<file path="config.mk">
export PLATFORM = sky130hd
export DESIGN_NAME = tmc_timer_two
export DESIGN_NICKNAME = d
export VERILOG_FILES = /design/src/hw/tmc_pkg.sv /design/src/hw/tmc_edge_detect.sv /design/src/hw/tmc_timer_two.sv
export SDC_FILE = /design/constraint.sdc
export NUM_CORES = 1
export LEC_CHECK = 0
export BUFFER_PORTS_ARGS = -buffer_cell sky130_fd_sc_hd__buf_4
export CORE_MARGIN = 2
export CORE_UTILIZATION = 58
export DETAILED_ROUTE_END_ITERATION = 6
export GPL_TIMING_DRIVEN = 0
export PLACE_DENSITY = 0.84
export REMOVE_ABC_BUFFERS = 1
export SLEW_MARGIN = 10
export SYNTH_ARGS = -nofsm -noshare
export SYNTH_HDL_FRONTEND = slang
export SYNTH_SLANG_ARGS = --single-unit
</file>
<file path="constraint.sdc">
create_clock -name core_clk_i -period 2.87 [get_ports core_clk_i]
set_clock_uncertainty 0.15 [all_clocks]
set_input_delay 0.574 -clock core_clk_i [delete_from_list [all_inputs] [get_ports core_clk_i]]
set_output_delay 0.574 -clock core_clk_i [all_outputs]
set_load 0.05 [all_outputs]
</file>
<file path="src/hw/tmc_pkg.sv">
// package for the timer two control and status block
package tmc_pkg;

    localparam logic [7:0] TIMER_TWO_CONTROL_ADDR = 8'hC8;
    localparam logic [7:0] CAPTURE_LOW_BYTE_ADDR = 8'hCA;
    localparam logic [7:0] CAPTURE_HIGH_BYTE_ADDR = 8'hCB;
    localparam logic [7:0] COUNT_LOW_BYTE_ADDR = 8'hCC;
    localparam logic [7:0] COUNT_HIGH_BYTE_ADDR = 8'hCD;

    localparam int OVERFLOW_FLAG_BIT = 7;
    localparam int EXTERNAL_EVENT_FLAG_BIT = 6;
    localparam int RX_BAUD_SOURCE_SELECT_BIT = 5;
    localparam int TX_BAUD_SOURCE_SELECT_BIT = 4;
    localparam int EXTERNAL_TRIGGER_ENABLE_BIT = 3;
    localparam int RUN_CONTROL_BIT = 2;
    localparam int TIMER_COUNTER_SELECT_BIT = 1;
    localparam int CAPTURE_RELOAD_SELECT_BIT = 0;

    localparam logic [7:0] TIMER_TWO_CONTROL_RESET = 8'h00;
    localparam logic [15:0] COUNT_RESET = 16'h0000;
    localparam logic [15:0] CAPTURE_RESET = 16'h0000;

    localparam int OSC_PERIODS_PER_MACHINE_CYCLE = 12;

    typedef struct packed {
        logic overflow_flag;
        logic external_event_flag;
        logic rx_baud_source_select;
        logic tx_baud_source_select;
        logic external_trigger_enable;
        logic run_control;
        logic timer_counter_select;
        logic capture_reload_select;
    } tmc_control_type;

    typedef struct packed {
        logic wr;
        logic rd;
        logic [7:0] addr;
        logic [7:0] wdata;
    } tmc_sfr_req_type;

endpackage : tmc_pkg

</file>
<file path="src/hw/tmc_edge_detect.sv">
// falling edge detector on a pin sampled once per machine cycle
`timescale 1ns/1ps
`default_nettype none
module tmc_edge_detect (
    input wire logic core_clk_i,
    input wire logic rst_b_i,
    input wire logic pin_i,
    input wire logic sample_i,
    output logic fall_o
);
    logic sync1_ff;
    logic sync2_ff;
    logic prev_ff;
    logic fall_ff;
    wire fall_now = sample_i & prev_ff & ~sync2_ff;

    // two flops before any logic reads the pin
    always_ff @(posedge core_clk_i) begin
        if (!rst_b_i) begin
            sync1_ff <= 1'b1;
            sync2_ff <= 1'b1;
        end else begin
            sync1_ff <= pin_i;
            sync2_ff <= sync1_ff;
        end
    end

    always_ff @(posedge core_clk_i) begin
        if (!rst_b_i) begin
            prev_ff <= 1'b1;
            fall_ff <= 1'b0;
        end else begin
            if (sample_i) begin
                prev_ff <= sync2_ff;
            end
            fall_ff <= fall_now;
        end
    end

    assign fall_o = fall_ff;
endmodule // tmc_edge_detect
`default_nettype wire

</file>
<file path="src/hw/tmc_timer_two.sv">
// timer two control, status, counter and capture registers
`timescale 1ns/1ps
`default_nettype none
module tmc_timer_two #(
    parameter int CYCLE_DIV = tmc_pkg::OSC_PERIODS_PER_MACHINE_CYCLE
) (
    input wire logic core_clk_i,
    input wire logic rst_b_i,
    input wire tmc_pkg::tmc_sfr_req_type sfr_req_i,
    input wire logic timer_int_enable_i,
    input wire logic up_down_enable_i,
    input wire logic serial_mode_var_baud_i,
    input wire logic timer_one_overflow_i,
    input wire logic count_input_pin_i,
    input wire logic trigger_input_pin_i,
    output logic [7:0] sfr_rdata_o,
    output logic irq_o,
    output logic rx_baud_tick_o,
    output logic tx_baud_tick_o,
    output logic overflow_pulse_o
);
    import tmc_pkg::*;

    tmc_control_type ctrl_ff;
    tmc_control_type nxt_ctrl;
    logic [15:0] count_ff;
    logic [15:0] nxt_count;
    logic [15:0] capture_ff;
    logic [15:0] nxt_capture;
    logic [3:0] div_ff;
    logic [7:0] sfr_rdata_ff;
    logic irq_ff;
    logic rx_tick_ff;
    logic tx_tick_ff;
    logic ovf_ff;
    logic count_fall;
    logic trig_fall;

    wire machine_tick = (div_ff == 4'(CYCLE_DIV - 1));
    wire baud_mode = ctrl_ff.rx_baud_source_select | ctrl_ff.tx_baud_source_select;
    wire wr_ctrl = sfr_req_i.wr & (sfr_req_i.addr == TIMER_TWO_CONTROL_ADDR);
    wire wr_cap_lo = sfr_req_i.wr & (sfr_req_i.addr == CAPTURE_LOW_BYTE_ADDR);
    wire wr_cap_hi = sfr_req_i.wr & (sfr_req_i.addr == CAPTURE_HIGH_BYTE_ADDR);
    wire wr_cnt_lo = sfr_req_i.wr & (sfr_req_i.addr == COUNT_LOW_BYTE_ADDR);
    wire wr_cnt_hi = sfr_req_i.wr & (sfr_req_i.addr == COUNT_HIGH_BYTE_ADDR);

    wire count_step = ctrl_ff.timer_counter_select ? count_fall : machine_tick;
    wire step = ctrl_ff.run_control & count_step;
    wire overflow = step & (count_ff == 16'hFFFF);
    // trigger gated by enable and baud use
    wire trig_event = trig_fall & ctrl_ff.external_trigger_enable & ~baud_mode;
    wire do_capture = trig_event & ctrl_ff.capture_reload_select;
    wire reload_ovf = overflow & (baud_mode | ~ctrl_ff.capture_reload_select);
    wire reload_trig = trig_event & ~ctrl_ff.capture_reload_select;
    wire set_ovf_flag = overflow & ~baud_mode;

    tmc_edge_detect u_count_edge (
        .core_clk_i(core_clk_i),
        .rst_b_i(rst_b_i),
        .pin_i(count_input_pin_i),
        .sample_i(machine_tick),
        .fall_o(count_fall)
    );

    tmc_edge_detect u_trig_edge (
        .core_clk_i(core_clk_i),
        .rst_b_i(rst_b_i),
        .pin_i(trigger_input_pin_i),
        .sample_i(machine_tick),
        .fall_o(trig_fall)
    );

    always_comb begin
        nxt_ctrl = ctrl_ff;
        if (wr_ctrl) begin
            nxt_ctrl = tmc_control_type'(sfr_req_i.wdata);
        end
        if (set_ovf_flag) begin
            nxt_ctrl.overflow_flag = 1'b1;
        end
        if (trig_event) begin
            nxt_ctrl.external_event_flag = 1'b1;
        end
    end

    // capture pair as destination and source
    always_comb begin
        nxt_capture = capture_ff;
        if (wr_cap_lo) begin
            nxt_capture[7:0] = sfr_req_i.wdata;
        end
        if (wr_cap_hi) begin
            nxt_capture[15:8] = sfr_req_i.wdata;
        end
        if (do_capture) begin
            nxt_capture = count_ff;
        end
    end

    // hardware reload or step overrides a same-cycle software write
    always_comb begin
        nxt_count = count_ff;
        if (wr_cnt_lo) begin
            nxt_count[7:0] = sfr_req_i.wdata;
        end
        if (wr_cnt_hi) begin
            nxt_count[15:8] = sfr_req_i.wdata;
        end
        if (reload_ovf || reload_trig) begin
            nxt_count = capture_ff;
        end else if (step) begin
            nxt_count = count_ff + 16'h0001;
        end
    end

    // read select, one named wire per mapped byte
    wire sel_ctrl = (sfr_req_i.addr == TIMER_TWO_CONTROL_ADDR);
    wire sel_cap_lo = (sfr_req_i.addr == CAPTURE_LOW_BYTE_ADDR);
    wire sel_cap_hi = (sfr_req_i.addr == CAPTURE_HIGH_BYTE_ADDR);
    wire sel_cnt_lo = (sfr_req_i.addr == COUNT_LOW_BYTE_ADDR);
    wire sel_cnt_hi = (sfr_req_i.addr == COUNT_HIGH_BYTE_ADDR);

    // per-byte read terms, zero unless selected
    wire [7:0] rd_ctrl = {8{sel_ctrl}} & ctrl_ff;
    wire [7:0] rd_cap_lo = {8{sel_cap_lo}} & capture_ff[7:0];
    wire [7:0] rd_cap_hi = {8{sel_cap_hi}} & capture_ff[15:8];
    wire [7:0] rd_cnt_lo = {8{sel_cnt_lo}} & count_ff[7:0];
    wire [7:0] rd_cnt_hi = {8{sel_cnt_hi}} & count_ff[15:8];

    // unmapped bytes read zero rather than whatever was last on the mux
    wire [7:0] rdata_mux = rd_ctrl
        | rd_cap_lo
        | rd_cap_hi
        | rd_cnt_lo
        | rd_cnt_hi;

    // read data only moves on a read, so a slow reader sees a stable byte
    wire [7:0] nxt_sfr_rdata = sfr_req_i.rd
        ? rdata_mux
        : sfr_rdata_ff;

    // divider wraps at the machine tick
    wire [3:0] nxt_div = machine_tick ? 4'h0 : div_ff + 4'h1;

    // event interrupt masked in up/down mode
    wire event_irq = ctrl_ff.external_event_flag & ~up_down_enable_i;

    // either flag may request the vector
    wire irq_source = ctrl_ff.overflow_flag | event_irq;

    // level request, it drops once software clears the flags, timer_int_enable_i falls or up/down mode masks the event flag
    wire nxt_irq = timer_int_enable_i
        & irq_source;

    wire rx_source = ctrl_ff.rx_baud_source_select
        ? overflow
        : timer_one_overflow_i;
    // fixed-rate serial modes take no tick from either timer
    wire nxt_rx_tick = serial_mode_var_baud_i & rx_source;

    wire tx_source = ctrl_ff.tx_baud_source_select
        ? overflow
        : timer_one_overflow_i;
    // same gating as the receive side
    wire nxt_tx_tick = serial_mode_var_baud_i & tx_source;

    // machine cycle divider
    // free-running, so pin samples stay evenly spaced
    always_ff @(posedge core_clk_i) begin
        if (!rst_b_i) begin
            div_ff <= 4'h0;
        end else begin
            div_ff <= nxt_div;
        end
    end

    // control byte with sticky flags
    // reset clears both flags as well as the control bits
    always_ff @(posedge core_clk_i) begin
        if (!rst_b_i) begin
            ctrl_ff <= tmc_control_type'(TIMER_TWO_CONTROL_RESET);
        end else begin
            ctrl_ff <= nxt_ctrl;
        end
    end

    // counter, reload and step already folded into nxt_count
    // software writes lose to a same-cycle reload or step
    always_ff @(posedge core_clk_i) begin
        if (!rst_b_i) begin
            count_ff <= COUNT_RESET;
        end else begin
            count_ff <= nxt_count;
        end
    end

    // capture pair
    // a trigger capture beats a same-cycle byte write
    always_ff @(posedge core_clk_i) begin
        if (!rst_b_i) begin
            capture_ff <= CAPTURE_RESET;
        end else begin
            capture_ff <= nxt_capture;
        end
    end

    // read data register
    always_ff @(posedge core_clk_i) begin
        if (!rst_b_i) begin
            sfr_rdata_ff <= 8'h00;
        end else begin
            sfr_rdata_ff <= nxt_sfr_rdata;
        end
    end

    // registered interrupt request
    // one cycle behind the flag that raises it
    always_ff @(posedge core_clk_i) begin
        if (!rst_b_i) begin
            irq_ff <= 1'b0;
        end else begin
            irq_ff <= nxt_irq;
        end
    end

    // registered receive tick
    // pulse lasts one clock, one per source overflow
    always_ff @(posedge core_clk_i) begin
        if (!rst_b_i) begin
            rx_tick_ff <= 1'b0;
        end else begin
            rx_tick_ff <= nxt_rx_tick;
        end
    end

    // registered transmit tick
    // pulse lasts one clock, one per source overflow
    always_ff @(posedge core_clk_i) begin
        if (!rst_b_i) begin
            tx_tick_ff <= 1'b0;
        end else begin
            tx_tick_ff <= nxt_tx_tick;
        end
    end

    // one-cycle overflow marker, seen in every mode
    always_ff @(posedge core_clk_i) begin
        if (!rst_b_i) begin
            ovf_ff <= 1'b0;
        end else begin
            ovf_ff <= overflow;
        end
    end

    // every output comes straight from a flop
    assign sfr_rdata_o = sfr_rdata_ff;
    assign irq_o = irq_ff;
    assign rx_baud_tick_o = rx_tick_ff;
    assign tx_baud_tick_o = tx_tick_ff;
    assign overflow_pulse_o = ovf_ff;
endmodule // tmc_timer_two
`default_nettype wire

</file>
==> metrics.md, run 1 <==
| Metric | Value |
|---|---|
| WHS Endpoint | `u_trig_edge.sync1_ff$_SDFF_PN1_` |
| Post-Route WL | `9.18 mm` |
| Final instance area | `3850 um^2` |
| Die H | `80.6 um` |
| Leakage power | `1.49 nW` |
| RR Endpoint | `count_ff[13]$_SDFFE_PN0P_` |
| Unrepaired setup endpoints after global routing | `false` |
| Compound-gate portion of the synthesized area | `0.226` |
| Post-CTS Hold Fix Bufs | `0` |
| Global route total overflow | `0` |
| Syn_area_per_cell | `8.41 um^2` |
| Fin. Hold Viols | `0` |
| Seq/Total Area, Yosys | `0.376` |
| Max FO, Critical Path | `14` |
| Clk buf depth | `2` |
| Slew @ Worst Pin | `880 ps` |
| R2r startpoint | `div_ff[0]$_SDFF_PP0_` |
| Mapped Cells | `405` |
| Ratio of cells with drive above 1 in the final layout | `0.166` |
| Worst reg2reg setup slack | `190 ps` |
| Largest net degree at the start of global routing | `33` |
| Worst vdd ir | `284 uV` |
| Cell count of the worst reg-to-reg path | `6` |
| Flop pwr share | `0.490` |
| Hold path startpoint | `trigger_input_pin_i` |
| DRT antenna net count | `0` |
| DR iter-0 viols | `289` |
| I/O Pins | `38` |
| H-Tree Depth | `3` |
| DP Area | `3620 um^2` |
| Fin crit share | `0.935` |
| Status | `completed` |
| Port bufs | `37` |
| Minimum clock period | `2680 ps` |
| Post-synth top flop | `dfxtp_1` |
| CTS sink cnt | `64` |
| Async set-reset flop share out of synthesis | `0` |
| Starting Density | `0.611` |
| Element type at the critical path start | `flop` |
| Hold Path Depth | `2` |
| Switching pwr | `0.000475 W` |
| Fin. max-slew vios | `0` |
| Critical Path RT | `2950 ps` |
| Worst slew margin | `0.410` |
| Die X | `80.6 um` |
| Worst setup path startpoint | `div_ff[0]$_SDFF_PP0_` |
| Vias per inst | `6.66` |
| Clock power frac | `0.434` |
| Total GRT Usage | `0.298` |
| Worst Hold Class | `in -> reg` |
| Library cells used by synthesis | `54` |
| First-pass GRT wire length | `14.8 mm` |
| Post-DP HPWL | `6.06 mm` |
| Fmax | `373 MHz` |
| Post-synthesis mux area share | `0.0602` |
| Ys Warns | `0` |
| Vias | `3324` |
| Sw Ratio | `0.256` |
| TritonCTS clock tree | `done` |
| CP endpoint kind | `flop` |
| Logic pwr share | `0.076` |
| Worst-path clk slew | `80 ps` |
| # setup viols final | `0` |
| Worst skew pair latency | `350 ps` |
| Hold Slack | `248 ps` |
| CTS root buffer | `clkbuf_8` |
| XOR/XNOR share of the synthesized area | `0.0334` |
| CTS buffer count | `9` |
| Post-Syn Area | `3410 um^2` |
| MaxCap Viol Count | `0` |
| Vias in the first global route | `3086` |
| Drt pass-1 iters | `5` |
| Wire per inst | `18.4 um` |
| Critical path class | `reg -> reg` |
| Simple-gate share of the synthesized area | `0.245` |
| Drt drc | `0` |
| GPL Wtd Cong | `0.952` |
| # rows | `27` |
| Internal power | `0.00138 W` |
| DIE AREA | `6500 um^2` |
| Combinational family with the most area after synthesis | `simple AND/OR/NAND/NOR gates` |
| Synth Area in Adders | `0.00734` |
| CP arrival | `2760 ps` |
| Synthesized flop and latch total | `64` |
| Initial antenna violation count | `0` |
| CORE AREA | `5570 um^2` |
| Post-synth EDFFs | `0` |
| Layout overhead on the synthesized area | `12.9%` |
| Power per cell area | `482 nW/um^2` |
| # diodes | `0` |
| Final #Nets | `450` |
[cell families after synthesis]
family | Yosys count
mux | 20
buf+inv | 38
fa+ha+maj | 2
xor+xnor | 13
flops | 64
compound gates | 108
simple gates | 160
[power by group through the flow]
stage | logic (W) | registers, W | clock network (W)
2_1_floorplan | 0.0000419 | 0.000950 | 0
3_3_place_gp | 0.000135 | 0.000928 | 0
3_5_place_dp | 0.000139 | 0.000929 | 0
4_1_cts | 0.000140 | 0.000908 | 0.000809
5_1_grt | 0.000152 | 0.000910 | 0.000850
6_report | 0.000142 | 0.000908 | 0.000805
[layout make-up]
class	instances	area, um^2
multi-input combinational	303	1960
fill	436	1730
sequential	64	1280
timing repair buffer	38	289
clock buffer	10	138
tap	72	90.1
clock inverter	6	68.8
inverter	6	22.5
[timing repair]
action	4_1_cts	5_1_grt
setup endpoints to repair	16	0
setup buffers	0	0
gates resized for setup	3	0
[placed cells by master (no fill, tap or decap), types with 6 or more instances in the layout]
cell and n:
nand2_1 49, nand3_1 32, a221oi_1 6, mux2i_1 16, o2bb2ai_1 6, a311oi_1 16, clkbuf_8 10, a21oi_1 20
xor2_1 8, o21ai_0 27, a32oi_1 10, dfxtp_1 64, nor2_1 31, buf_4 37
[state kept, by name (all words and copies together) (netlist names)]
signal	count
u_trig_edge.prev_ff	1
ctrl_ff	8
u_trig_edge.sync1_ff	1
count_ff	16
overflow_pulse_o	1
u_trig_edge.fall_o	1
div_ff	4
u_count_edge.fall_o	1
capture_ff	16
u_trig_edge.sync2_ff	1
irq_o	1
u_count_edge.sync2_ff	1
tx_baud_tick_o	1
rx_baud_tick_o	1
u_count_edge.prev_ff	1
u_count_edge.sync1_ff	1
sfr_rdata_o	8
[cells in the mapped netlist (all sizes together), types with 3 or more instances]
library cell   n  area [um^2]
nand3         33          170
a221oi         6         52.6
and3           5         31.3
o31ai          3         22.5
mux2i         16          160
xor2           8         70.1
nor3           5         25.0
and4           4         35.0
a31oi          3         40.0
a32oi         10         87.6
inv            6         22.5
buf           16         92.6
mux2           4         45.0
nand2b         5         31.3
a21oi         20          100
nor3b          5         37.5
nor2          31          116
o21ai         31          155
nand4          6         52.6
xnor2          5         43.8
dfxtp         64         1280
nand2         49          184
a311oi        16          140
a22oi          3         22.5
nor4           6         58.8
o2bb2ai        6         52.6
clkbuf        16         60.1
[worst max-delay path, cell delays in order, from the launching register on]
cell	delay (ps)
dfxtp_1	330
ha_1	260
nor4bb_1	160
o21ai_1	670
a31oi_2	480
a32oi_1	390
o31ai_1	110
[worst max-delay path by stage]
stage | end | cells after the start
2_1_floorplan | count_ff[5]$_SDFFE_PN0P_ | 6
3_3_place_gp | count_ff[5]$_SDFFE_PN0P_ | 6
3_5_place_dp | count_ff[5]$_SDFFE_PN0P_ | 6
4_1_cts | count_ff[13]$_SDFFE_PN0P_ | 6
5_1_grt | count_ff[14]$_SDFFE_PN0P_ | 6
6_report | count_ff[13]$_SDFFE_PN0P_ | 6
[stage by stage]
stage	total power [W]	util	std cells	worst slack, ps	setup TNS [ps]
floorplan	0.000992	-	373	303	0
global placement	0.00106	0.650	482	-187	-858
detailed placement	0.00107	0.650	482	-225	-1770
CTS	0.00186	0.688	498	264	0
global route	0.00191	0.690	499	18.1	0
finish	0.00186	0.690	499	188	0
[routing by layer]
layer	vias to the layer above	global-route usage	routed length [um]
met1	1572	0.376	3820
li1	1546	-	-
met2	171	0.477	4260
met3	35	0.0371	694
met4	0	0.195	410
met5	-	0	0
(Power assumes the default switching activity.)
==> run 2: changes to the inputs <==
--- a/config.mk
+++ b/config.mk
@@ -5,12 +5,13 @@
 export SDC_FILE = /design/constraint.sdc
 export NUM_CORES = 1
 export LEC_CHECK = 0
+export ABC_AREA = 1
 export BUFFER_PORTS_ARGS = -buffer_cell sky130_fd_sc_hd__buf_4
 export CORE_MARGIN = 2
-export CORE_UTILIZATION = 58
+export CORE_UTILIZATION = 59
 export DETAILED_ROUTE_END_ITERATION = 6
 export GPL_TIMING_DRIVEN = 0
-export PLACE_DENSITY = 0.84
+export PLACE_DENSITY = 0.85
 export REMOVE_ABC_BUFFERS = 1
 export SLEW_MARGIN = 10
 export SYNTH_ARGS = -nofsm -noshare
==> run 2 against run 1 <==
Fmax is 8.8% higher. Power is 0.44% higher. Via count grew 18%. Combinational power increased by 4%. Sequential power about the same. Sequential share of layout area down 1.4 points. Sequential cell count is the same. Global-route usage increased by 3.6 points. Die area grew 1.5%. Largest cell class unchanged.
==> metrics.md, run 2 <==
| Metric | Value |
|---|---|
| Status | `completed (unchanged)` |
| TritonCTS clock tree | `done (unchanged)` |
| Library cells used by synthesis | `33 (was 54)` |
| Worst stage delay on the critical path | `710 ps (was 670 ps)` |
| Fin crit share | `0.859 (was 0.935)` |
| Starting Density | `0.602 (was 0.611)` |
| Post-CTS Hold Fix Bufs | `0 (unchanged)` |
| CTS buffer count | `9 (unchanged)` |
| # rows | `28 (was 27)` |
| Count leader, synth | `nand2_1 (was dfxtp_1)` |
| Final non-filler cell total | `657 (was 499)` |
| Post-DP HPWL | `6.93 mm (was 6.06 mm)` |
| Fmax | `406 MHz (was 373 MHz)` |
| Met3 usage | `0.0744 (was 0.0371)` |
| Area contributors post-synth | `dfxtp_1 (36%), nand2_1 (16%), a21oi_1 (9.7%), nand3_1 (8.1%), inv_1 (6.2%) (was dfxtp_1 (38%), nand2_1 (5.4%), mux2i_1 (4.7%), nand3_1 (4.7%), a311oi_1 (4.1%))` |
| Vias per inst | `5.95 (was 6.66)` |
| Fin Setup TNS | `0 ps (unchanged)` |
| Top Registers | `capture_ff: 16 flops, count_ff: 16 flops (unchanged)` |
| Global route hottest layer | `met2 (unchanged)` |
| Leakage power | `1.73 nW (was 1.49 nW)` |
| Worst vdd ir | `512 uV (was 284 uV)` |
| Post-Route WL | `10.2 mm (was 9.18 mm)` |
| R2r startpoint | `ctrl_ff[4]$_SDFFE_PN0P_ (was div_ff[0]$_SDFF_PP0_)` |
| Final instance area | `4010 um^2 (was 3850 um^2)` |
| Post-synth top flop | `dfxtp_1 (unchanged)` |
| Die X | `81.3 um (was 80.6 um)` |
| Port bufs | `37 (unchanged)` |
| Fill count | `503 (was 436)` |
| Ratio of cells with drive above 1 in the final layout | `0.139 (was 0.166)` |
| Met2 usage | `0.536 (was 0.477)` |
| Post-synth EDFFs | `0 (unchanged)` |
| Critical path class | `reg -> reg (unchanged)` |
| DR iter-0 viols | `527 (was 289)` |
| Worst slew margin | `0.164 (was 0.410)` |
| GPL Wtd Cong | `0.991 (was 0.952)` |
| Slowest-stage cell, CP | `nand2_1 (was o21ai_1)` |
| Synth area leader | `dfxtp_1 (unchanged)` |
| Largest net degree at the start of global routing | `44 (was 33)` |
| CTS sink cnt | `64 (unchanged)` |
| Power per cell area | `465 nW/um^2 (was 482 nW/um^2)` |
| Area of the multi-input gates | `1900 um^2 (was 1960 um^2)` |
| CTS root buffer | `clkbuf_8 (unchanged)` |
| Max FO, Critical Path | `40 (was 14)` |
| Post-Syn Area | `3520 um^2 (was 3410 um^2)` |
| DRT antenna net count | `0 (unchanged)` |
| Cells after DPL | `642 (was 482)` |
| Mapped Cells | `548 (was 405)` |
| CORE AREA | `5850 um^2 (was 5570 um^2)` |
| WHS Endpoint | `u_trig_edge.sync2_ff$_SDFF_PN1_ (was u_trig_edge.sync1_ff$_SDFF_PN1_)` |
| Worst-path cell chain | `nor2_1, nand3_1, inv_1, nand2_1, nand2_1, inv_1, a21oi_1, a21oi_1 (was ha_1, nor4bb_1, o21ai_1, a31oi_2, a32oi_1, o31ai_1)` |
| Die H | `81.3 um (was 80.6 um)` |
| Commonest non-fill, non-tap cells in the layout | `nand2_1 (147), a21oi_1 (68), dfxtp_1 (64) (was dfxtp_1 (64), nand2_1 (49), buf_4 (37))` |
| Unrepaired setup endpoints after global routing | `false (unchanged)` |
| Minimum clock period | `2460 ps (was 2680 ps)` |
| DP Area | `3800 um^2 (was 3620 um^2)` |
| Slew @ Worst Pin | `1250 ps (was 880 ps)` |
| DIE AREA | `6600 um^2 (was 6500 um^2)` |
| GRT met1 Usage | `0.411 (was 0.376)` |
| Synthesized flop and latch total | `64 (unchanged)` |
| Storage element area | `1280 um^2 (unchanged)` |
| Initial antenna violation count | `0 (unchanged)` |
| Total GRT Usage | `0.334 (was 0.298)` |
| Global route total overflow | `0 (unchanged)` |
| Drt pass-1 iters | `6 (was 5)` |
| Cell count of the worst reg-to-reg path | `8 (was 6)` |
| Wire per inst | `15.5 um (was 18.4 um)` |
| Clk buf depth | `2 (unchanged)` |
| Hold Path Depth | `1 (was 2)` |
| Ys Warns | `0 (unchanged)` |
| Async set-reset flop share out of synthesis | `0 (unchanged)` |
| I/O Pins | `38 (unchanged)` |
| Drt drc | `0 (unchanged)` |
| CP arrival | `2490 ps (was 2760 ps)` |
| Final #Nets | `606 (was 450)` |
| Element type at the critical path start | `flop (unchanged)` |
| Hold Slack | `261 ps (was 248 ps)` |
| Worst-path clk slew | `70 ps (was 80 ps)` |
| Fin. Hold Viols | `0 (unchanged)` |
| CP endpoint kind | `flop (unchanged)` |
| H-Tree Depth | `3 (unchanged)` |
| Worst Hold Class | `reg -> reg (was in -> reg)` |
| # diodes | `0 (unchanged)` |
| Vias | `3906 (was 3324)` |
| MaxCap Viol Count | `0 (unchanged)` |
| Postcts setup bufs | `0 (unchanged)` |
| Layout overhead on the synthesized area | `13.9% (was 12.9%)` |
| Hold path startpoint | `u_trig_edge.sync1_ff$_SDFF_PN1_ (was trigger_input_pin_i)` |
| Worst skew pair latency | `340 ps (was 350 ps)` |
| Fin. max-slew vios | `0 (unchanged)` |
| First-pass GRT wire length | `16.7 mm (was 14.8 mm)` |
| Worst reg2reg setup slack | `410 ps (was 190 ps)` |
| Vias in the first global route | `3633 (was 3086)` |
| Yosys top cell area share | `0.364 (was 0.376)` |
| # setup viols final | `0 (unchanged)` |
| Post-synth top cells | `nand2_1 (147), a21oi_1 (68), dfxtp_1 (64), inv_1 (58), nand3_1 (57) (was dfxtp_1 (64), nand2_1 (49), nand3_1 (32), nor2_1 (31), o21ai_0 (28))` |
| Post-CTS Resized | `0 (was 3)` |
| Syn_area_per_cell | `6.42 um^2 (was 8.41 um^2)` |
| Critical Path RT | `2900 ps (was 2950 ps)` |
| Commonest non-fill, non-tap cell in the layout | `nand2_1 (was dfxtp_1)` |
| Seq/Total Area, Yosys | `0.364 (was 0.376)` |
| RR Endpoint | `capture_ff[11]$_SDFFE_PN0P_ (was count_ff[13]$_SDFFE_PN0P_)` |
-- run 2: cell types whose count changed in the layout (fill, tap and decap cells not counted), sizes merged, moves of 10 or more --
cell,before,now
nand3,33,60
mux2i,16,0
nor2,31,46
a21oi,20,69
a32oi,10,0
nand2,49,152
a311oi,16,0
inv,6,66
-- run 2: how the worst max path moves through the flow --
stage | start | endpoint | slack [ps] | cells after the start
after floorplan | sfr_req_i[8] | ctrl_ff[7]$_SDFFE_PN0P_ | 720 | 6
after global placement | rst_b_i | u_count_edge.sync2_ff$_SDFF_PN1_ | 190 | 3
after detailed placement | sfr_req_i[8] | ctrl_ff[7]$_SDFFE_PN0P_ | 150 | 7
after CTS | sfr_req_i[8] | ctrl_ff[7]$_SDFFE_PN0P_ | 470 | 7
after global routing | sfr_req_i[8] | ctrl_ff[7]$_SDFFE_PN0P_ | 150 | 7
final | ctrl_ff[4]$_SDFFE_PN0P_ | capture_ff[11]$_SDFFE_PN0P_ | 410 | 8
-- run 2: metal layers --
| metal | wire length, um | vias up |
|---|---|---|
| met3 | 1020 | 57 |
| met2 | 4710 | 261 |
| met4 | 488 | 0 |
| met5 | 0 | - |
| met1 | 4000 | 1749 |
| li1 | - | 1839 |
-- run 2: cell type report --
| cell class | count | area share |
|---|---|---|
| Timing Repair Buffer | 37 | 0.0693 |
| Inverter | 67 | 0.0633 |
| Sequential cell | 64 | 0.320 |
| Clock buffer | 11 | 0.0378 |
| Tap cell | 75 | 0.0234 |
| Clock inverter | 4 | 0.0134 |
| Multi-Input combinational cell | 399 | 0.473 |
-- run 2: worst max-delay path, delay by kind of cell, from the launching register on --
kind / cells / cell delay (ps)
AO/OA/AOI/OAI: 2 / 220
buffers and inverters: 2 / 230
flip-flops: 1 / 350
AND/OR/NAND/NOR: 4 / 1350
-- run 2: kinds of logic after synthesis --
logic type / Yosys count / synth area share
buf+inv: 85 / 0.0970
fa+ha+maj: 2 / 0.00711
flops: 64 / 0.364
xor+xnor: 6 / 0.0149
simple gates: 279 / 0.354
compound gates: 112 / 0.163
-- run 2: through the flow --
| stage | setup slack (ps) | power [W] | utilization |
|---|---|---|---|
| global route | 150 | 0.00192 | 0.685 |
| finish | 405 | 0.00186 | 0.685 |
| detailed placement | 149 | 0.00107 | 0.650 |
| global placement | 187 | 0.00107 | 0.650 |
| floorplan | 724 | 0.00101 | - |
| CTS | 467 | 0.00187 | 0.685 |
-- run 2: power breakdown --
group / total, W / internal (W) / switching [W]
Sequential: 0.000909 / 0.000901 / 0.00000746
Clock: 0.000807 / 0.000445 / 0.000362
Combinational: 0.000148 / 0.0000534 / 0.0000944
==> run 3: changes to the inputs <==
--- a/config.mk
+++ b/config.mk
@@ -8,10 +8,10 @@
 export ABC_AREA = 1
 export BUFFER_PORTS_ARGS = -buffer_cell sky130_fd_sc_hd__buf_4
 export CORE_MARGIN = 2
-export CORE_UTILIZATION = 59
+export CORE_UTILIZATION = 53
 export DETAILED_ROUTE_END_ITERATION = 6
 export GPL_TIMING_DRIVEN = 0
-export PLACE_DENSITY = 0.85
+export PLACE_DENSITY = 0.81
 export REMOVE_ABC_BUFFERS = 1
 export SLEW_MARGIN = 10
 export SYNTH_ARGS = -nofsm -noshare
==> constraint.sdc (replaced) <==
create_clock -name core_clk_i -period 2.1 [get_ports core_clk_i]
set_clock_uncertainty 0.15 [all_clocks]
set_input_delay 0.42 -clock core_clk_i [delete_from_list [all_inputs] [get_ports core_clk_i]]
set_output_delay 0.42 -clock core_clk_i [all_outputs]
set_load 0.05 [all_outputs]
==> run 3 against run 2 <==
Via count fell by 2.2%. Sequential share of layout area fell by 1.4 points. Wire length rose by 3.1%. Register-to-register slack got worse by 270 ps. Hold slack got worse by 170 ps.
==> metrics.md, run 3 (synthesized netlist as in run 2, its figures left out) <==
| Metric | Value |
|---|---|
| Status | `completed (unchanged)` |
| Power per cell area | `586 nW/um^2 (was 465 nW/um^2)` |
| Worst slew margin | `0.567 (was 0.164)` |
| Worst stage delay on the critical path | `420 ps (was 710 ps)` |
| Post-CTS Hold Fix Bufs | `0 (unchanged)` |
| Vias | `3822 (was 3906)` |
| Commonest non-fill, non-tap cells in the layout | `nand2_1 (144), a21oi_1 (68), dfxtp_1 (62) (was nand2_1 (147), a21oi_1 (68), dfxtp_1 (64))` |
| Die H | `85.5 um (was 81.3 um)` |
| Slew @ Worst Pin | `647 ps (was 1250 ps)` |
| Total GRT Usage | `0.296 (was 0.334)` |
| DRT antenna net count | `0 (unchanged)` |
| DR iter-0 viols | `321 (was 527)` |
| CP arrival | `2080 ps (was 2490 ps)` |
| CTS buffer count | `9 (unchanged)` |
| Top Family by Delay on Critical Path | `simple AND/OR/NAND/NOR gates (unchanged)` |
| Largest net degree at the start of global routing | `44 (unchanged)` |
| PnR Total Power | `0.00246 W (was 0.00186 W)` |
| MaxCap Viol Count | `0 (unchanged)` |
| Metal2 WL | `5.14 mm (was 4.71 mm)` |
| # setup viols final | `0 (unchanged)` |
| CTS root buffer | `clkbuf_8 (unchanged)` |
| Commonest non-fill, non-tap cell in the layout | `nand2_1 (unchanged)` |
| I/O Pins | `38 (unchanged)` |
| Vias per inst | `5.65 (was 5.95)` |
| Post-DP HPWL | `7.12 mm (was 6.93 mm)` |
| Starting Density | `0.551 (was 0.602)` |
| Initial antenna violation count | `0 (unchanged)` |
| Global route total overflow | `0 (unchanged)` |
| Wire length on met1 | `4.32 mm (was 4.00 mm)` |
| CTS sink cnt | `64 (unchanged)` |
| Worst-path cell chain | `ha_4, nand2_2, nor2_4, nand2_2, nor2_2, nand3_2, nand2_8, inv_4, nand2_1, nand3_1, nand2_1, inv_1 (was nor2_1, nand3_1, inv_1, nand2_1, nand2_1, inv_1, a21oi_1, a21oi_1)` |
| Post-Route WL | `10.5 mm (was 10.2 mm)` |
| Worst vdd ir | `509 uV (was 512 uV)` |
| CORE AREA | `6390 um^2 (was 5850 um^2)` |
| Fin. max-slew vios | `0 (unchanged)` |
| Max FO, Critical Path | `16 (was 40)` |
| Util after Layout | `0.658 (was 0.685)` |
| First-pass GRT wire length | `17.0 mm (was 16.7 mm)` |
| Top Registers | `capture_ff: 16 flops, count_ff: 16 flops (unchanged)` |
| Drt pass-1 iters | `6 (unchanged)` |
| Element type at the critical path start | `flop (unchanged)` |
| CP endpoint kind | `flop (unchanged)` |
| # diodes | `0 (unchanged)` |
| Critical path class | `reg -> reg (unchanged)` |
| Slowest-stage cell, CP | `dfxtp_2 (was nand2_1)` |
| Critical Path RT | `2210 ps (was 2900 ps)` |
| Ratio of cells with drive above 1 in the final layout | `0.179 (was 0.139)` |
| Port bufs | `37 (unchanged)` |
| H-Tree Depth | `3 (unchanged)` |
| Metal3 WL | `794 um (was 1.02 mm)` |
| Minimum clock period | `1970 ps (was 2460 ps)` |
| Vias in the first global route | `3623 (was 3633)` |
| Fin crit share | `0.936 (was 0.859)` |
| Final non-filler cell total | `676 (was 657)` |
| Pre-CTS setup slack | `-521 ps (was 149 ps)` |
| # rows | `29 (was 28)` |
| TritonCTS clock tree | `done (unchanged)` |
| Clk buf depth | `2 (unchanged)` |
| Worst skew pair latency | `360 ps (was 340 ps)` |
| Cells after DPL | `644 (was 642)` |
| Fin. Hold Viols | `0 (unchanged)` |
| Wire per inst | `15.6 um (was 15.5 um)` |
| DIE AREA | `7310 um^2 (was 6600 um^2)` |
| Layout overhead on the synthesized area | `19.3% (was 13.9%)` |
| Drt drc | `0 (unchanged)` |
| Final #Nets | `622 (was 606)` |
| Fmax | `509 MHz (was 406 MHz)` |
| Leakage power | `1.85 nW (was 1.73 nW)` |
| Worst-path clk slew | `90 ps (was 70 ps)` |
| Critical path buffer and inverter count | `2 (unchanged)` |
| Worst Setup Slack, final | `134 ps (was 405 ps)` |
| Worst Hold Class | `in -> reg (was reg -> reg)` |
| GPL Wtd Cong | `0.936 (was 0.991)` |
| Top sig layer | `met4 (unchanged)` |
| Die X | `85.5 um (was 81.3 um)` |
run 3: cell count changes in the layout (fill, tap and decap cells not counted), sizes merged:
| cell | change |
|---|---|
| inv | +3 |
| bufinv | -1 |
| clkinv | +1 |
| buf | +16 |
| clkbuf | -2 |
run 3: cell type report:
class / count / area [um^2]
Clock buffer: 9 / 124
Sequential cell: 64 / 1280
Clock inverter: 7 / 61.3
Fill cell: 598 / 2190
Inverter: 67 / 268
Tap cell: 77 / 96.3
Multi-Input combinational cell: 399 / 1970
Timing Repair Buffer: 53 / 398
run 3: power breakdown:
group / total (W) / switching, W / leakage [nW] / internal, W
clock network: 0.00102 / 0.000568 / 0.0888 / 0.000450
registers: 0.00124 / 0.0000109 / 0.520 / 0.00123
logic: 0.000204 / 0.000130 / 1.24 / 0.0000740
run 3: final timing paths:
kind                                                  startpoint                                to  slack (ps)  depth (start not counted)
worst max register to register          count_ff[0]$_SDFFE_PN0P_          count_ff[2]$_SDFFE_PN0P_         130                         12
worst min-delay path                           count_input_pin_i  u_count_edge.sync1_ff$_SDFF_PN1_          90                          2
worst min register to register  u_count_edge.sync2_ff$_SDFF_PN1_    u_count_edge.fall_o$_SDFF_PN0_         270                          1
worst max-delay path                    count_ff[0]$_SDFFE_PN0P_          count_ff[2]$_SDFFE_PN0P_         130                         12
run 3: metal layers:
layer / track usage / vias up
met5: 0 / -
met4: 0.137 / 0
met3: 0.0587 / 28
met2: 0.507 / 188
met1: 0.357 / 1732
li1: - / 1874
run 3: metrics by stage:
step,setup TNS (ps),hold WS [ps],area (um^2)
after CTS,0,87.5,4080
after detailed placement,-16570,250,3810
final,0,88.4,4200
after floorplan,0,243,3430
after global routing,-4.80,81.2,4200
after global placement,-15740,246,3810
run 3: worst reg2reg max path, delay by kind of cell (launching register included):
| family | cells | cell delay [ps] |
|---|---|---|
| buffers and inverters | 2 | 140 |
| flip-flops | 1 | 420 |
| AND/OR/NAND/NOR | 9 | 970 |
| adder cells (fa/ha/maj) | 1 | 180 |
run 3: repair_timing:
item | CTS | global route
pin swaps | 0 | 3
resized for setup | 11 | 10
endpoints found under the setup margin | 44 | 33
endpoints found under the hold margin | 0 | 0
setup buffers | 5 | 11
